===== config.mk =====
export PLATFORM = sky130hd
export DESIGN_NAME = xct_clock_tune
export DESIGN_NICKNAME = d
export VERILOG_FILES = /design/src/hw/xct_pkg.sv /design/src/hw/xct_clock_tune.sv
export SDC_FILE = /design/constraint.sdc
export NUM_CORES = 1
export LEC_CHECK = 0
export BUFFER_PORTS_ARGS = -buffer_cell sky130_fd_sc_hd__buf_2
export CAP_MARGIN = 20
export CELL_PAD_IN_SITES_DETAIL_PLACEMENT = 2
export CELL_PAD_IN_SITES_GLOBAL_PLACEMENT = 2
export CORE_ASPECT_RATIO = 0.6
export CORE_UTILIZATION = 30
export DETAILED_ROUTE_END_ITERATION = 8
export HOLD_SLACK_MARGIN = 0.12
export MAX_ROUTING_LAYER = met4
export PLACE_DENSITY = 0.85
export SLEW_MARGIN = 15
export SYNTH_ARGS = -nofsm -noshare
export SYNTH_HDL_FRONTEND = slang
export SYNTH_SLANG_ARGS = --single-unit

===== constraint.sdc =====
create_clock -name core_clk -period 2.4 [get_ports core_clk]
set_input_delay 0.12 -clock core_clk [delete_from_list [all_inputs] [get_ports core_clk]]
set_output_delay 0.12 -clock core_clk [all_outputs]
set_load 0.005 [all_outputs]

===== src/hw/xct_pkg.sv =====
package xct_pkg;
  // Register byte offsets on the Wishbone slave
  localparam logic [3:0] CTRL_OFS = 4'h0;
  localparam logic [3:0] TUNE_OFS = 4'h4;
  localparam logic [3:0] STAT_OFS = 4'h8;
  localparam logic [3:0] SYNTH_TUNE_WORD_OFS = 4'hC;
  // Control register fields
  localparam int CLK_ON_BIT = 0;
  localparam int BAND_LOW_BIT = 1;
  localparam int MODE_LSB = 2;
  localparam logic [3:0] CTRL_RESET = 4'h0;
  // Tuning register fields: part a in bits 4:0, part b in bits 8:5
  localparam int PART_A_W = 5;
  localparam int PART_B_W = 4;
  localparam logic [8:0] TUNE_RESET = 9'h0D0;
  localparam logic [12:0] TUNE_BASE = 13'hE00;
  // Multiplier times two as an integer (32.5, 64.5, 24.5)
  localparam logic [7:0] MULT2_HIGH = 8'h41;
  localparam logic [7:0] MULT2_LOW = 8'h81;
  localparam logic [7:0] MULT2_LOWBAND = 8'h31;
  // Power modes
  localparam logic [1:0] MODE_IDLE = 2'h0;
  localparam logic [1:0] MODE_SLEEP = 2'h1;
  localparam logic [1:0] MODE_ACTIVE = 2'h2;
  // Dividers
  localparam int HOST_DIV = 3;
  localparam int CORE_DIV = 16;
  // Amplitude-good must stay stable this many cycles
  localparam int GOOD_FILTER = 4;
endpackage : xct_pkg


===== src/hw/xct_clock_tune.sv =====
`timescale 1ns/100ps
// Overview of operation
// RULE_01: Oscillator-good flag rises only after amplitude detector reports enough swing.
// RULE_02: Oscillator-good releases the active-low host reset output.
// RULE_03: Host clock output runs only when clock-enable control bit is set.
// RULE_04: Reset release and clock need supply and core rails good too.
// RULE_05: Part of crystal load capacitance switched off in idle and sleep.
// RULE_06: Tune word equals 3584 plus the two partial tuning fields.
// RULE_07: Software should keep tune word between 3803 and 4053.
// RULE_08: Band pin and band bit select multiplier 32.5, 64.5 or 24.5.
// RULE_09: Host clock is crystal divided by three, near 50% duty; the code holds it high two cycles of three.
// RULE_10: First host clock period after enabling may be truncated.
// RULE_11: Internal timing tick is crystal divided by sixteen.
// RULE_12: Oscillator-good is synchronised and filtered before gating outputs.
module xct_clock_tune (
  input wire logic core_clk,
  input wire logic rst,
  input wire logic clkEn,
  input wire logic oscAmplitudeGood,
  input wire logic supplyOutRailOk,
  input wire logic digitalCoreRailOk,
  input wire logic bandPinSelect,
  input wire logic [3:0] wb_adr_i,
  input wire logic [31:0] wb_dat_i,
  input wire logic [3:0] wb_sel_i,
  input wire logic wb_we_i,
  input wire logic wb_cyc_i,
  input wire logic wb_stb_i,
  output logic [31:0] wb_dat_o,
  output logic wb_ack_o,
  output logic hostResetN,
  output logic hostClk,
  output logic coreTick,
  output logic loadCapTrim,
  output logic oscGood
);
  // Synchroniser stages for the three pin inputs
  logic [2:0] syncA_reg, syncB_reg;
  logic [2:0] syncA_next, syncB_next;
  logic [$clog2(xct_pkg::GOOD_FILTER+1)-1:0] filt_reg, filt_next;
  logic good_reg, good_next;
  logic [1:0] div3_reg, div3_next;
  logic [3:0] div16_reg, div16_next;
  logic hostClk_reg, hostClk_next;
  logic tick_reg, tick_next;
  logic rstN_reg, rstN_next;
  logic cap_reg, cap_next;
  logic bandPinMeta_reg, bandPinMeta_next;
  logic bandPin_reg, bandPin_next;
  logic [3:0] ctrl_reg, ctrl_next;
  logic [8:0] tune_reg, tune_next;
  logic [31:0] dat_reg, dat_next;
  logic ack_reg, ack_next;
  logic [12:0] tuneWord;
  logic [7:0] mult2;
  logic released;

  // Idle and sleep both drop the partial load cap; shared by logic and checks
  function automatic logic modeSavesPower(input logic [1:0] mode);
    return (mode == xct_pkg::MODE_IDLE) || (mode == xct_pkg::MODE_SLEEP);
  endfunction : modeSavesPower

  // Tune word and band multiplier, combinational from registers
  always_comb begin
    // Part b keeps the weight of its bit position, so the sum spans the full tuning range
    tuneWord = xct_pkg::TUNE_BASE + 13'(tune_reg[xct_pkg::PART_A_W-1:0])
             + (13'(tune_reg[8:xct_pkg::PART_A_W]) << xct_pkg::PART_A_W); // [RULE_06]
    if (ctrl_reg[xct_pkg::BAND_LOW_BIT]) begin
      mult2 = xct_pkg::MULT2_LOWBAND; // [RULE_08]
    end else if (bandPin_reg) begin
      mult2 = xct_pkg::MULT2_HIGH; // [RULE_08]
    end else begin
      mult2 = xct_pkg::MULT2_LOW; // [RULE_08]
    end
    released = good_reg && syncB_reg[1] && syncB_reg[2]; // [RULE_04]
  end

  // Pin synchronisers and the good filter; a glitch resets the count
  always_comb begin
    syncA_next = {digitalCoreRailOk, supplyOutRailOk, oscAmplitudeGood};
    syncB_next = syncA_reg;
    // Band pin is asynchronous too, so it gets two stages like the rails
    bandPinMeta_next = bandPinSelect;
    bandPin_next = bandPinMeta_reg;
    if (!syncB_reg[0]) begin
      filt_next = '0; // [RULE_12]
    end else if (filt_reg != ($bits(filt_reg))'(xct_pkg::GOOD_FILTER)) begin
      filt_next = filt_reg + 1'b1;
    end else begin
      filt_next = filt_reg;
    end
    good_next = (filt_reg == ($bits(filt_reg))'(xct_pkg::GOOD_FILTER)) && syncB_reg[0]; // [RULE_01]
  end

  // Dividers and gated outputs
  always_comb begin
    div3_next = (div3_reg == 2'(xct_pkg::HOST_DIV - 1)) ? 2'h0 : div3_reg + 2'h1; // [RULE_09]
    div16_next = div16_reg + 4'h1; // [RULE_11]
    tick_next = (div16_reg == 4'(xct_pkg::CORE_DIV - 1)); // [RULE_11]
    rstN_next = released; // [RULE_02]
    // Enable is not aligned to the divider, so first period may be short
    hostClk_next = released && ctrl_reg[xct_pkg::CLK_ON_BIT]
                 && (div3_next != 2'h2); // [RULE_03] [RULE_10]
    cap_next = modeSavesPower(ctrl_reg[xct_pkg::MODE_LSB +: 2]); // [RULE_05]
  end

  // Wishbone slave, one wait state, ack drops after one cycle
  always_comb begin
    ctrl_next = ctrl_reg;
    tune_next = tune_reg;
    dat_next = dat_reg;
    ack_next = 1'b0;
    if (wb_cyc_i && wb_stb_i && !ack_reg) begin
      ack_next = 1'b1;
      dat_next = 32'h0;
      case (wb_adr_i)
        xct_pkg::CTRL_OFS: begin
          dat_next = {28'h0, ctrl_reg};
          if (wb_we_i && wb_sel_i[0]) ctrl_next = wb_dat_i[3:0];
        end
        xct_pkg::TUNE_OFS: begin
          dat_next = {23'h0, tune_reg};
          if (wb_we_i && wb_sel_i[0]) tune_next[7:0] = wb_dat_i[7:0];
          if (wb_we_i && wb_sel_i[1]) tune_next[8] = wb_dat_i[8];
        end
        xct_pkg::STAT_OFS: dat_next = {27'h0, bandPin_reg, syncB_reg[2], syncB_reg[1], rstN_reg, good_reg};
        // Software may compare against the recommended 3803..4053 range [RULE_07]
        xct_pkg::SYNTH_TUNE_WORD_OFS: dat_next = {8'h0, mult2, 3'h0, tuneWord};
        default: dat_next = 32'h0;
      endcase
    end
  end

  // State registers; clock enable freezes everything
  always_ff @(posedge core_clk) begin
    if (rst) begin
      syncA_reg <= 3'h0;
      syncB_reg <= 3'h0;
      filt_reg <= '0;
      good_reg <= 1'b0;
      div3_reg <= 2'h0;
      div16_reg <= 4'h0;
      hostClk_reg <= 1'b0;
      tick_reg <= 1'b0;
      rstN_reg <= 1'b0;
      cap_reg <= 1'b1;
      bandPinMeta_reg <= 1'b0;
      bandPin_reg <= 1'b0;
      ctrl_reg <= xct_pkg::CTRL_RESET;
      tune_reg <= xct_pkg::TUNE_RESET;
      dat_reg <= 32'h0;
      ack_reg <= 1'b0;
    end else if (clkEn) begin
      syncA_reg <= syncA_next;
      syncB_reg <= syncB_next;
      filt_reg <= filt_next;
      good_reg <= good_next;
      div3_reg <= div3_next;
      div16_reg <= div16_next;
      hostClk_reg <= hostClk_next;
      tick_reg <= tick_next;
      rstN_reg <= rstN_next;
      cap_reg <= cap_next;
      bandPinMeta_reg <= bandPinMeta_next;
      bandPin_reg <= bandPin_next;
      ctrl_reg <= ctrl_next;
      tune_reg <= tune_next;
      dat_reg <= dat_next;
      ack_reg <= ack_next;
    end
  end

  assign wb_dat_o = dat_reg;
  assign wb_ack_o = ack_reg;
  assign hostResetN = rstN_reg;
  assign hostClk = hostClk_reg;
  assign coreTick = tick_reg;
  assign loadCapTrim = cap_reg;
  assign oscGood = good_reg;

  // Checks beside the logic
  good_needs_amp_a: assert property (@(posedge core_clk) disable iff (rst)
    clkEn && $rose(good_reg) |-> $past(syncB_reg[0], 1)) else $error("good rose without amplitude"); // [RULE_01]
  reset_follows_a: assert property (@(posedge core_clk) disable iff (rst)
    clkEn && released |=> rstN_reg) else $error("host reset not released"); // [RULE_02]
  clk_gated_a: assert property (@(posedge core_clk) disable iff (rst)
    hostClk_reg |-> rstN_reg || $past(released)) else $error("clock without release"); // [RULE_03]
  rails_needed_a: assert property (@(posedge core_clk) disable iff (rst)
    clkEn && !(syncB_reg[1] && syncB_reg[2]) |=> !rstN_reg) else $error("released with rail low"); // [RULE_04]
  cap_mode_a: assert property (@(posedge core_clk) disable iff (rst)
    clkEn && ctrl_reg[3:2] == xct_pkg::MODE_ACTIVE |=> !cap_reg) else $error("cap trim in active"); // [RULE_05]
  tune_sum_a: assert property (@(posedge core_clk) disable iff (rst)
    tuneWord == xct_pkg::TUNE_BASE + 13'(tune_reg)) else $error("tune word out of sum"); // [RULE_06]
  div3_period_a: assert property (@(posedge core_clk) disable iff (rst)
    clkEn && div3_reg == 2'h0 |=> div3_reg == 2'h1) else $error("divide by three broken"); // [RULE_09]
  tick_period_a: assert property (@(posedge core_clk) disable iff (rst)
    tick_reg && clkEn |=> !tick_reg) else $error("tick too long"); // [RULE_11]
  // Tick only at the wrap of the sixteen count
  tick_phase_a: assert property (@(posedge core_clk) disable iff (rst) // [RULE_11]
    tick_reg |-> div16_reg == 4'h0) else $error("tick off phase");
  // Divider never reaches the unused fourth code
  div3_wrap_a: assert property (@(posedge core_clk) disable iff (rst) // [RULE_09]
    clkEn && div3_reg == 2'h2 |=> div3_reg == 2'h0) else $error("divide by three no wrap");
  // Release needs good and both rails one cycle before
  release_cause_a: assert property (@(posedge core_clk) disable iff (rst) // [RULE_04]
    $rose(rstN_reg) |-> $past(good_reg && syncB_reg[1] && syncB_reg[2])) else $error("release without cause");
  // Clock pin only starts when software asked for it
  clk_bit_a: assert property (@(posedge core_clk) disable iff (rst) // [RULE_03]
    $rose(hostClk_reg) |-> $past(ctrl_reg[xct_pkg::CLK_ON_BIT])) else $error("clock without enable bit");
  // Good rises only after the full filter count
  good_filter_a: assert property (@(posedge core_clk) disable iff (rst) // [RULE_12]
    $rose(good_reg) |-> $past(filt_reg) == ($bits(filt_reg))'(xct_pkg::GOOD_FILTER)) else $error("filter skipped");
  // A drop of the synced amplitude kills good at once
  good_drop_a: assert property (@(posedge core_clk) disable iff (rst) // [RULE_12]
    clkEn && !syncB_reg[0] |=> !good_reg) else $error("good held on glitch");
  // Band bit overrides the pin
  band_bit_a: assert property (@(posedge core_clk) disable iff (rst) // [RULE_08]
    ctrl_reg[xct_pkg::BAND_LOW_BIT] |-> mult2 == xct_pkg::MULT2_LOWBAND) else $error("band bit ignored");
  // Low power modes switch the trim on
  cap_idle_a: assert property (@(posedge core_clk) disable iff (rst) // [RULE_05]
    clkEn && modeSavesPower(ctrl_reg[3:2]) |=> cap_reg) else $error("cap trim off in idle");
endmodule : xct_clock_tune


==> impl_metrics.yaml, run 1 <==
status:
  status: "finished clean"
grt:
  grt_max_degree: 35
  grt_pass1_vias: 2002
  grt_util_all_layers_pct: 17.8
  grt_pass1_wl_mm: 10.6
  grt-ovfl-total: 0
  antenna_found_initial: 0
logic_synthesis:
  async_reset_ff_share_pct: 0
  syn_inst: 246
  synth-edff-count: 0
  yosys_warnings: 0
  netlist-cell-type-count: 44
  netlist_area_mm2: 0.00232
  synth.ff_latch_count: 49
  synth_seq_area_share_pct: 42.3
  syn_avg_cell_area_um2: 9.43
  dominantRegCellSynth: "dfxtp_1"
sta:
  fmax_mhz: 631
  drv_slew: 0
  setup_violations: 0
  final_critical_path_setup_slack_ns: 0.816
  final_hold_viol_count: 0
  setup_tns_ns: 0
  timing.hold.ws_ns: 0.129
  rsz0062_at_grt: "false"
  fin_skew_ns: 0.00854
  min_period_ns: 1.58
  period_share_pct: 66.0
routing:
  routed_wl_mm: 6.41
  final_antenna_net_count: 0
  wire_per_inst_um: 16.1
  drtIter0Drc: 62
  vias_per_cell: 4.83
  vias: 1916
  drc: 0
  drt_pass1_iterations: 4
worst_setup_path:
  crit_family: "simple AND/OR/NAND/NOR gates"
  cp_slowest_cell: "and4b_1"
  r2r_start: "wb_ack_o$_SDFFE_PP0P_"
  crit_fanout: 8
  r2r-end: "tune_reg[5]$_SDFFE_PP0P_"
  path_class: "register to register"
  worst-path-buf-inv: 0
  critPathArrivalTime_ns: 1.79
  crit_chain: "and4b_1 -> and4_4 -> mux2i_1"
  cp-start-kind: "register"
  slowest_delay_ns: 0.51
  ff2ff_setup_slack_ns: 0.82
  endpoint_kind: "register"
  worst_ep_required_time_ns: 2.61
  worstRegToRegCells: 3
pwr:
  power_density_mw_per_mm2: 610
  ir_worst_vdd_mv: 0.306
  power.leakage_nw: 1.13
placed_design:
  placed_cells: 381
  dp_slack_ns: 0.830
  gp_congestion: 0.727
  portBuffers: 47
  dpl.hpwl_mm: 4.58
hold_path:
  hold_end: "tune_reg[3]$_SDFFE_PP0P_"
  worstHoldPathType: "input port to register"
  hp-start: "wb_dat_i[3]"
  hold_depth: 3
finish:
  largest_reg_flops: 13
  drive_gt1_share_pct: 22.9
  layout_commonest_cell: "dfxtp_1"
  fin_cells: 397
  layout_common_cells: "dfxtp_1, buf_2, nor2_1"
  final_nets: 346
  fill_cells: 819
  seq_area_um2: 981
  multi_input_area_mm2: 0.00114
  syn_to_final_growth_pct: 19.2
  diodes: 0
clock_network:
  cts_setup_buffers: 0
  hold_buffers: 9
  cts_tree: "built"
  cts_root_buf: "clkbuf_16"
  cts_resized: 0
  ctsHtreeMaxLevel: 2
  clockBufferDepth: 2
  cts.sinks: 49
  path_clk_slew_ns: 0.07
  insertion_delay_ns: 0.29
  cts_made_buffers: 5
floorplanning:
  start_util_pct: 31.4
  row_count: 24
  die-area_mm2: 0.00810
  io_pins: 88
  dieWidth_um: 116
  coreArea_mm2: 0.00739
  chipHeight_um: 70.1
flow_run:
  cap_viol_max_count: 0
[metrics by stage]
stage                     power, W  utilization [%]  instance area (um^2)
after floorplan           0.000957                -                  2370
after global routing       0.00177             37.4                  2770
final                      0.00169             37.4                  2770
after CTS                  0.00171             37.4                  2770
after global placement    0.000985             34.3                  2530
after detailed placement  0.000992             34.3                  2530
[Yosys cell counts (2+ instances only)]
cell type  instances  area, um^2
or3_1              2        12.5
nand3b_1           2        15.0
and3_1             2        12.5
a21oi_1           19        95.1
mux2i_1           20         200
nand4_1            9        56.3
clkbuf_1           4        15.0
dfxtp_1           49         981
or3b_2             3        26.3
o21ai_0            3        15.0
a211oi_1           3        22.5
nor2_1            25        93.8
nand3_1            5        25.0
buf_2              7        35.0
a221o_1            4        40.0
nor4_4             2        42.5
a22o_1             2        17.5
ha_1               3        37.5
nand2b_1          14        87.6
xor2_1             2        17.5
inv_1              6        22.5
nand2_1           17        63.8
o31ai_1            4        30.0
buf_4             19         143
[worst register-to-register path, delay by kind of cell (launching register included)]
| kind | cells | cell delay, ns |
|---|---|---|
| flops | 1 | 0.35 |
| mux | 1 | 0.23 |
| simple gates | 2 | 0.94 |
[report_power, final]
group / internal (W) / leakage, nW / total [W] / switching [W]
logic: 0.0000588 / 0.663 / 0.000148 / 0.0000887
registers: 0.000827 / 0.397 / 0.000839 / 0.0000116
clock network: 0.000410 / 0.0700 / 0.000700 / 0.000290
[logic make-up (layout without fill, tap and decap cells)]
kind of cell | count (synthesis) | after routing | synth area share [%]
AO/OA/AOI/OAI | 39 | 39 | 11.2
flip-flops | 49 | 49 | 42.3
XOR/XNOR | 3 | 3 | 1.13
multiplexers | 20 | 20 | 8.63
other | 1 | 15 | 0.162
adder cells (fa/ha/maj) | 3 | 3 | 1.62
AND/OR/NAND/NOR | 92 | 92 | 24.2
buffers and inverters | 39 | 72 | 10.8
[final cells by class]
class / instances / share of cell area, %
multi-input combinational: 172 / 41.3
sequential: 49 / 35.5
timing repair buffer: 59 / 12.6
clock buffer: 7 / 5.16
tap: 104 / 4.70
inverter: 6 / 0.814
[how the worst max path moves through the flow]
| stage | depth (start not counted) | end | startpoint |
|---|---|---|---|
| 6_report | 3 | tune_reg[5]$_SDFFE_PP0P_ | wb_ack_o$_SDFFE_PP0P_ |
| 5_1_grt | 3 | wb_dat_o[3]$_SDFFE_PP0P_ | wb_ack_o$_SDFFE_PP0P_ |
| 4_1_cts | 3 | tune_reg[4]$_SDFFE_PP1P_ | wb_ack_o$_SDFFE_PP0P_ |
| 3_5_place_dp | 3 | tune_reg[4]$_SDFFE_PP1P_ | wb_ack_o$_SDFFE_PP0P_ |
| 3_3_place_gp | 3 | wb_dat_o[1]$_SDFFE_PP0P_ | wb_ack_o$_SDFFE_PP0P_ |
| 2_1_floorplan | 4 | ctrl_reg[2]$_SDFFE_PP0P_ | wb_ack_o$_SDFFE_PP0P_ |
[metal layers]
metal | part of all wire, % | up-vias | GRT usage [%]
li1 | - | 920 | -
met1 | 48 | 949 | 23.5
met2 | 47 | 42 | 27.9
met3 | 4.3 | 5 | 3.73
met4 | 0.72 | 0 | 3.90
met5 | 0 | - | -
Power figures use the tool's default switching activity.
==> run 2: changes to the inputs <==
--- a/config.mk
+++ b/config.mk
@@ -10,11 +10,11 @@
 export CELL_PAD_IN_SITES_DETAIL_PLACEMENT = 2
 export CELL_PAD_IN_SITES_GLOBAL_PLACEMENT = 2
 export CORE_ASPECT_RATIO = 0.6
-export CORE_UTILIZATION = 30
+export CORE_UTILIZATION = 28
 export DETAILED_ROUTE_END_ITERATION = 8
 export HOLD_SLACK_MARGIN = 0.12
 export MAX_ROUTING_LAYER = met4
-export PLACE_DENSITY = 0.85
+export PLACE_DENSITY = 0.81
 export SLEW_MARGIN = 15
 export SYNTH_ARGS = -nofsm -noshare
 export SYNTH_HDL_FRONTEND = slang
==> constraint.sdc (replaced) <==
create_clock -name core_clk -period 1.6 [get_ports core_clk]
set_input_delay 0.08 -clock core_clk [delete_from_list [all_inputs] [get_ports core_clk]]
set_output_delay 0.08 -clock core_clk [all_outputs]
set_load 0.005 [all_outputs]
==> run 2 against run 1 <==
Effect of this change:
- sequential power grew 50%
- worst hold slack gained 0.037 ns
- clock power grew 100%
- non-clock buffer count grew 8
- clock skew shrank 0.0047 ns
- first-iteration DRC count grew 3.2%
- via count grew 3.9%
- global-route usage grew 0.36 points
- critical path type unchanged
- largest power group is now the clock network
==> impl_metrics.yaml, run 2 (synthesized netlist as in run 1, its figures left out) <==
status:
  status: "finished clean"
worst_setup_path:
  r2r_start: "wb_ack_o$_SDFFE_PP0P_"
  worst_ep_required_time_ns: 1.77
  worstRegToRegCells: 4
  endpoint_kind: "register"
  crit_fanout: 13
  critPathArrivalTime_ns: 1.67
  ff2ff_setup_slack_ns: 0.11
  path_class: "register to register"
  r2r-end: "ctrl_reg[0]$_SDFFE_PP0P_"
  cp-start-kind: "register"
routing:
  vias_per_cell: 4.86
  routed_wl_mm: 7.26
  drtIter0Drc: 64
  drc: 0
  drt_pass1_iterations: 4
  wire_per_inst_um: 17.7
  vias: 1991
  final_antenna_net_count: 0
grt:
  grt_util_met1_pct: 22.0
  use_met3_pct: 4.32
  busiest_layer: "met2"
  grt_pass1_vias: 2063
  grt-ovfl-total: 0
  antenna_found_initial: 0
  grt_pass1_wl_mm: 11.4
  grt_max_degree: 34
  grt_util_all_layers_pct: 18.2
  gr-usage-met2_pct: 30.7
hold_path:
  hp-start: "wb_adr_i[3]"
  worstHoldPathType: "input port to register"
  hold_end: "wb_dat_o[16]$_SDFFE_PP0P_"
  hold_depth: 3
floorplanning:
  row_count: 25
  io_pins: 88
  die-area_mm2: 0.00867
  dieWidth_um: 120
  start_util_pct: 29.2
  chipHeight_um: 72.5
  coreArea_mm2: 0.00795
clock_network:
  insertion_delay_ns: 0.30
  cts.sinks: 49
  cts_root_buf: "clkbuf_16"
  path_clk_slew_ns: 0.07
  ctsHtreeMaxLevel: 2
  cts_made_buffers: 5
  cts_tree: "built"
  clockBufferDepth: 2
sta:
  fmax_mhz: 669
  setup_violations: 0
  setup_tns_ns: 0
  drv_slew: 0
  final_critical_path_setup_slack_ns: 0.105
  rsz0062_at_grt: "false"
  final_hold_viol_count: 0
  period_share_pct: 93.4
  fin_skew_ns: 0.00383
  min_period_ns: 1.49
placed_design:
  portBuffers: 47
  dpl.hpwl_mm: 4.88
  dp_slack_ns: 0.122
  gp_congestion: 0.753
finish:
  syn_to_final_growth_pct: 24.9
  layout_common_cells: "dfxtp_1, buf_2, nor2_1"
  final_nets: 354
  layout_commonest_cell: "dfxtp_1"
  drive_gt1_share_pct: 24.2
  diodes: 0
  largest_reg_flops: 13
flow_run:
  cap_viol_max_count: 0
pwr:
  power.leakage_nw: 1.19
  power_density_mw_per_mm2: 1000
  ir_worst_vdd_mv: 0.393
## run 2: worst max-delay path, stage by stage, from the launching register on
cell	delay (ns)
dfxtp_1	0.34
nand4b_4	0.36
buf_4	0.27
o31ai_1	0.29
a21oi_1	0.11
## run 2: where the power goes
part / internal (W) / total (W) / switching (W)
clock network: 0.000902 / 0.00141 / 0.000507
registers: 0.00124 / 0.00126 / 0.0000185
logic: 0.000100 / 0.000242 / 0.000142
## run 2: metal layers
| metal | up-vias | wire length (um) |
|---|---|---|
| li1 | 939 | - |
| met1 | 996 | 3400 |
| met2 | 48 | 3510 |
| met3 | 8 | 271 |
| met4 | 0 | 85 |
| met5 | - | 0 |
## run 2: what timing repair did
| item | CTS | global route |
|---|---|---|
| endpoints found under the hold margin | 17 | 0 |
| hold buffers | 14 | 0 |
| resized for setup | 0 | 1 |
| buffers inserted | 0 | 0 |
| endpoints found under the setup margin | 0 | 1 |
## run 2: layout make-up
class                      count  area [um^2]
inverter                       6         22.5
fill                         909         5050
tap                          108          135
clock inverter                 3         68.8
sequential                    49          981
timing repair buffer          67          420
multi-input combinational    172         1140
clock buffer                   5          125
## run 2: per-stage QoR
stage	hold WS [ns]	total power [W]	instances	cell area, um^2	utilization (%)
finish	0.166	0.00291	410	2900	36.5
global route	0.165	0.00301	410	2900	36.5
CTS	0.154	0.00294	410	2900	36.4
detailed placement	0.345	0.00150	388	2560	32.2
global placement	0.317	0.00148	388	2560	32.2
floorplan	0.227	0.00144	260	2370	-
## run 2: worst max path at each step
stage	startpoint	endpoint	slack, ns	cells after the start
2_1_floorplan	wb_ack_o$_SDFFE_PP0P_	ctrl_reg[2]$_SDFFE_PP0P_	0.40	4
3_3_place_gp	wb_ack_o$_SDFFE_PP0P_	ctrl_reg[0]$_SDFFE_PP0P_	0.18	4
3_5_place_dp	wb_ack_o$_SDFFE_PP0P_	ctrl_reg[0]$_SDFFE_PP0P_	0.12	4
5_1_grt	wb_ack_o$_SDFFE_PP0P_	ctrl_reg[0]$_SDFFE_PP0P_	0.02	4
6_report	wb_ack_o$_SDFFE_PP0P_	ctrl_reg[0]$_SDFFE_PP0P_	0.11	4
4_1_cts	wb_ack_o$_SDFFE_PP0P_	ctrl_reg[0]$_SDFFE_PP0P_	0.06	4
==> run 3: changes to the inputs <==
--- a/config.mk
+++ b/config.mk
@@ -15,7 +15,6 @@
 export HOLD_SLACK_MARGIN = 0.12
 export MAX_ROUTING_LAYER = met4
 export PLACE_DENSITY = 0.81
-export SLEW_MARGIN = 15
 export SYNTH_ARGS = -nofsm -noshare
 export SYNTH_HDL_FRONTEND = slang
 export SYNTH_SLANG_ARGS = --single-unit
==> constraint.sdc (replaced) <==
create_clock -name core_clk -period 1.6 [get_ports core_clk]
set_input_delay 0.32 -clock core_clk [delete_from_list [all_inputs] [get_ports core_clk]]
set_output_delay 0.32 -clock core_clk [all_outputs]
set_load 0.005 [all_outputs]
==> run 3 against run 2 <==
Effect of this change:
- total power fell by 13%
- via count fell by 5.6%
- clock skew barely moved
- critical path depth fell by 1
==> impl_metrics.yaml, run 3 (synthesized netlist as in run 1, its figures left out) <==
placed_design:
  dpl.hpwl_mm: 4.89
  gp_congestion: 0.720
  placed_area_mm2: 0.00259
  portBuffers: 47
clock_network:
  path_clk_slew_ns: 0.07
  cts_made_buffers: 5
  cts_root_buf: "clkbuf_16"
  cts.sinks: 49
  hold_buffers: 0
  clockBufferDepth: 2
  ctsHtreeMaxLevel: 2
  cts_tree: "built"
  cts_setup_buffers: 0
  insertion_delay_ns: 0.29
floorplanning:
  start_util_pct: 29.2
  dieWidth_um: 120
  io_pins: 88
  chipHeight_um: 72.5
  coreArea_mm2: 0.00795
  die-area_mm2: 0.00867
  row_count: 25
pwr:
  ir_worst_vdd_mv: 0.374
  power_density_mw_per_mm2: 923
  power.leakage_nw: 1.12
sta:
  setup_tns_ns: 0
  min_period_ns: 1.51
  setup_violations: 0
  fmax_mhz: 661
  fin_skew_ns: 0.00428
  rsz0062_at_grt: "false"
  timing.hold.ws_ns: 0.266
  drv_slew: 0
  period_share_pct: 94.6
  final_hold_viol_count: 0
finish:
  layout_commonest_cell: "dfxtp_1"
  diodes: 0
  drive_gt1_share_pct: 25.7
  syn_to_final_growth_pct: 17.8
  largest_reg_flops: 13
  final_util_pct: 34.4
  stdcell_area_mm2: 0.00273
  final_nets: 344
  layout_common_cells: "dfxtp_1, buf_2, nor2_1"
flow_run:
  cap_viol_max_count: 0
routing:
  final_antenna_net_count: 0
  drc: 0
  routed_wl_mm: 6.52
  drt_pass1_iterations: 4
  vias: 1880
  vias_per_cell: 4.70
  wire_per_inst_um: 16.3
  drtIter0Drc: 56
worst_setup_path:
  cp-start-kind: "register"
  path_class: "register to register"
  endpoint_kind: "register"
  critPathArrivalTime_ns: 1.73
  worst_ep_required_time_ns: 1.82
  crit_fanout: 8
grt:
  grt_util_all_layers_pct: 16.3
  grt-ovfl-total: 0
  grt_pass1_vias: 1977
  grt_max_degree: 37
  antenna_found_initial: 0
  grt_pass1_wl_mm: 10.3
hold_path:
  worstHoldPathType: "input port to register"
status:
  status: "finished clean"
==> run 3: cell count changes in the layout (fill, tap and decap cells not counted) <==
cell and change:
buf_4 +4, bufinv_16 -2, clkbuf_1 +2, clkinvlp_4 +1
dlygate4sd3_1 -14, inv_6 -1
==> run 3: final cells by class <==
type	instances	area, um^2
clock inverters	1	7.51
fillers	923	5210
multi-input cells	172	1140
repair buffers	57	310
well taps	108	135
clock buffers	7	133
inverters	6	22.5
flip-flops and latches	49	981
==> run 3: worst paths after layout <==
| path | to | from | slack (ns) | cells after the start |
|---|---|---|---|---|
| hold reg to reg | wb_dat_o[8]$_SDFFE_PP0P_ | wb_dat_o[8]$_SDFFE_PP0P_ | 0.46 | 2 |
| setup / recovery | tune_reg[3]$_SDFFE_PP0P_ | wb_ack_o$_SDFFE_PP0P_ | 0.09 | 3 |
| setup reg to reg | tune_reg[3]$_SDFFE_PP0P_ | wb_ack_o$_SDFFE_PP0P_ | 0.09 | 3 |
| hold / removal | syncA_reg[1]$_SDFFE_PP0P_ | supplyOutRailOk | 0.27 | 3 |
==> run 3: critical path, cell delays in order (launching register included) <==
cell and delay, ns:
dfxtp_1 0.34, and4b_1 0.45, and4_4 0.41, mux2i_1 0.23
==> run 3: power by group <==
group          leakage, nW  internal [W]  switching, W  total (W)
Clock               0.0641      0.000582      0.000463    0.00104
Sequential           0.397       0.00124     0.0000181    0.00126
Combinational        0.659     0.0000841      0.000135   0.000219
Total                 1.12       0.00191      0.000616    0.00252
==> run 3: metal layers <==
| layer | part of all wire (%) | global-route usage (%) |
|---|---|---|
| met2 | 47 | 26.0 |
| met1 | 48 | 20.1 |
| met3 | 4.3 | 3.93 |
| met5 | 0 | - |
| met4 | 1.4 | 5.83 |
==> run 3: metrics by stage <==
stage / total power, W / std cells / worst slack, ns
finish: 0.00252 / 400 / 0.0868
floorplan: 0.00144 / 260 / 0.303
global route: 0.00262 / 400 / 0.0141
global placement: 0.00149 / 392 / 0.118
CTS: 0.00255 / 400 / 0.0892
detailed placement: 0.00150 / 392 / 0.0418
==> run 3: what timing repair did <==
| item | in CTS | in global routing |
|---|---|---|
| resized for setup | 0 | 1 |
| endpoints found under the hold margin | 0 | 0 |
| endpoints found under the setup margin | 0 | 1 |
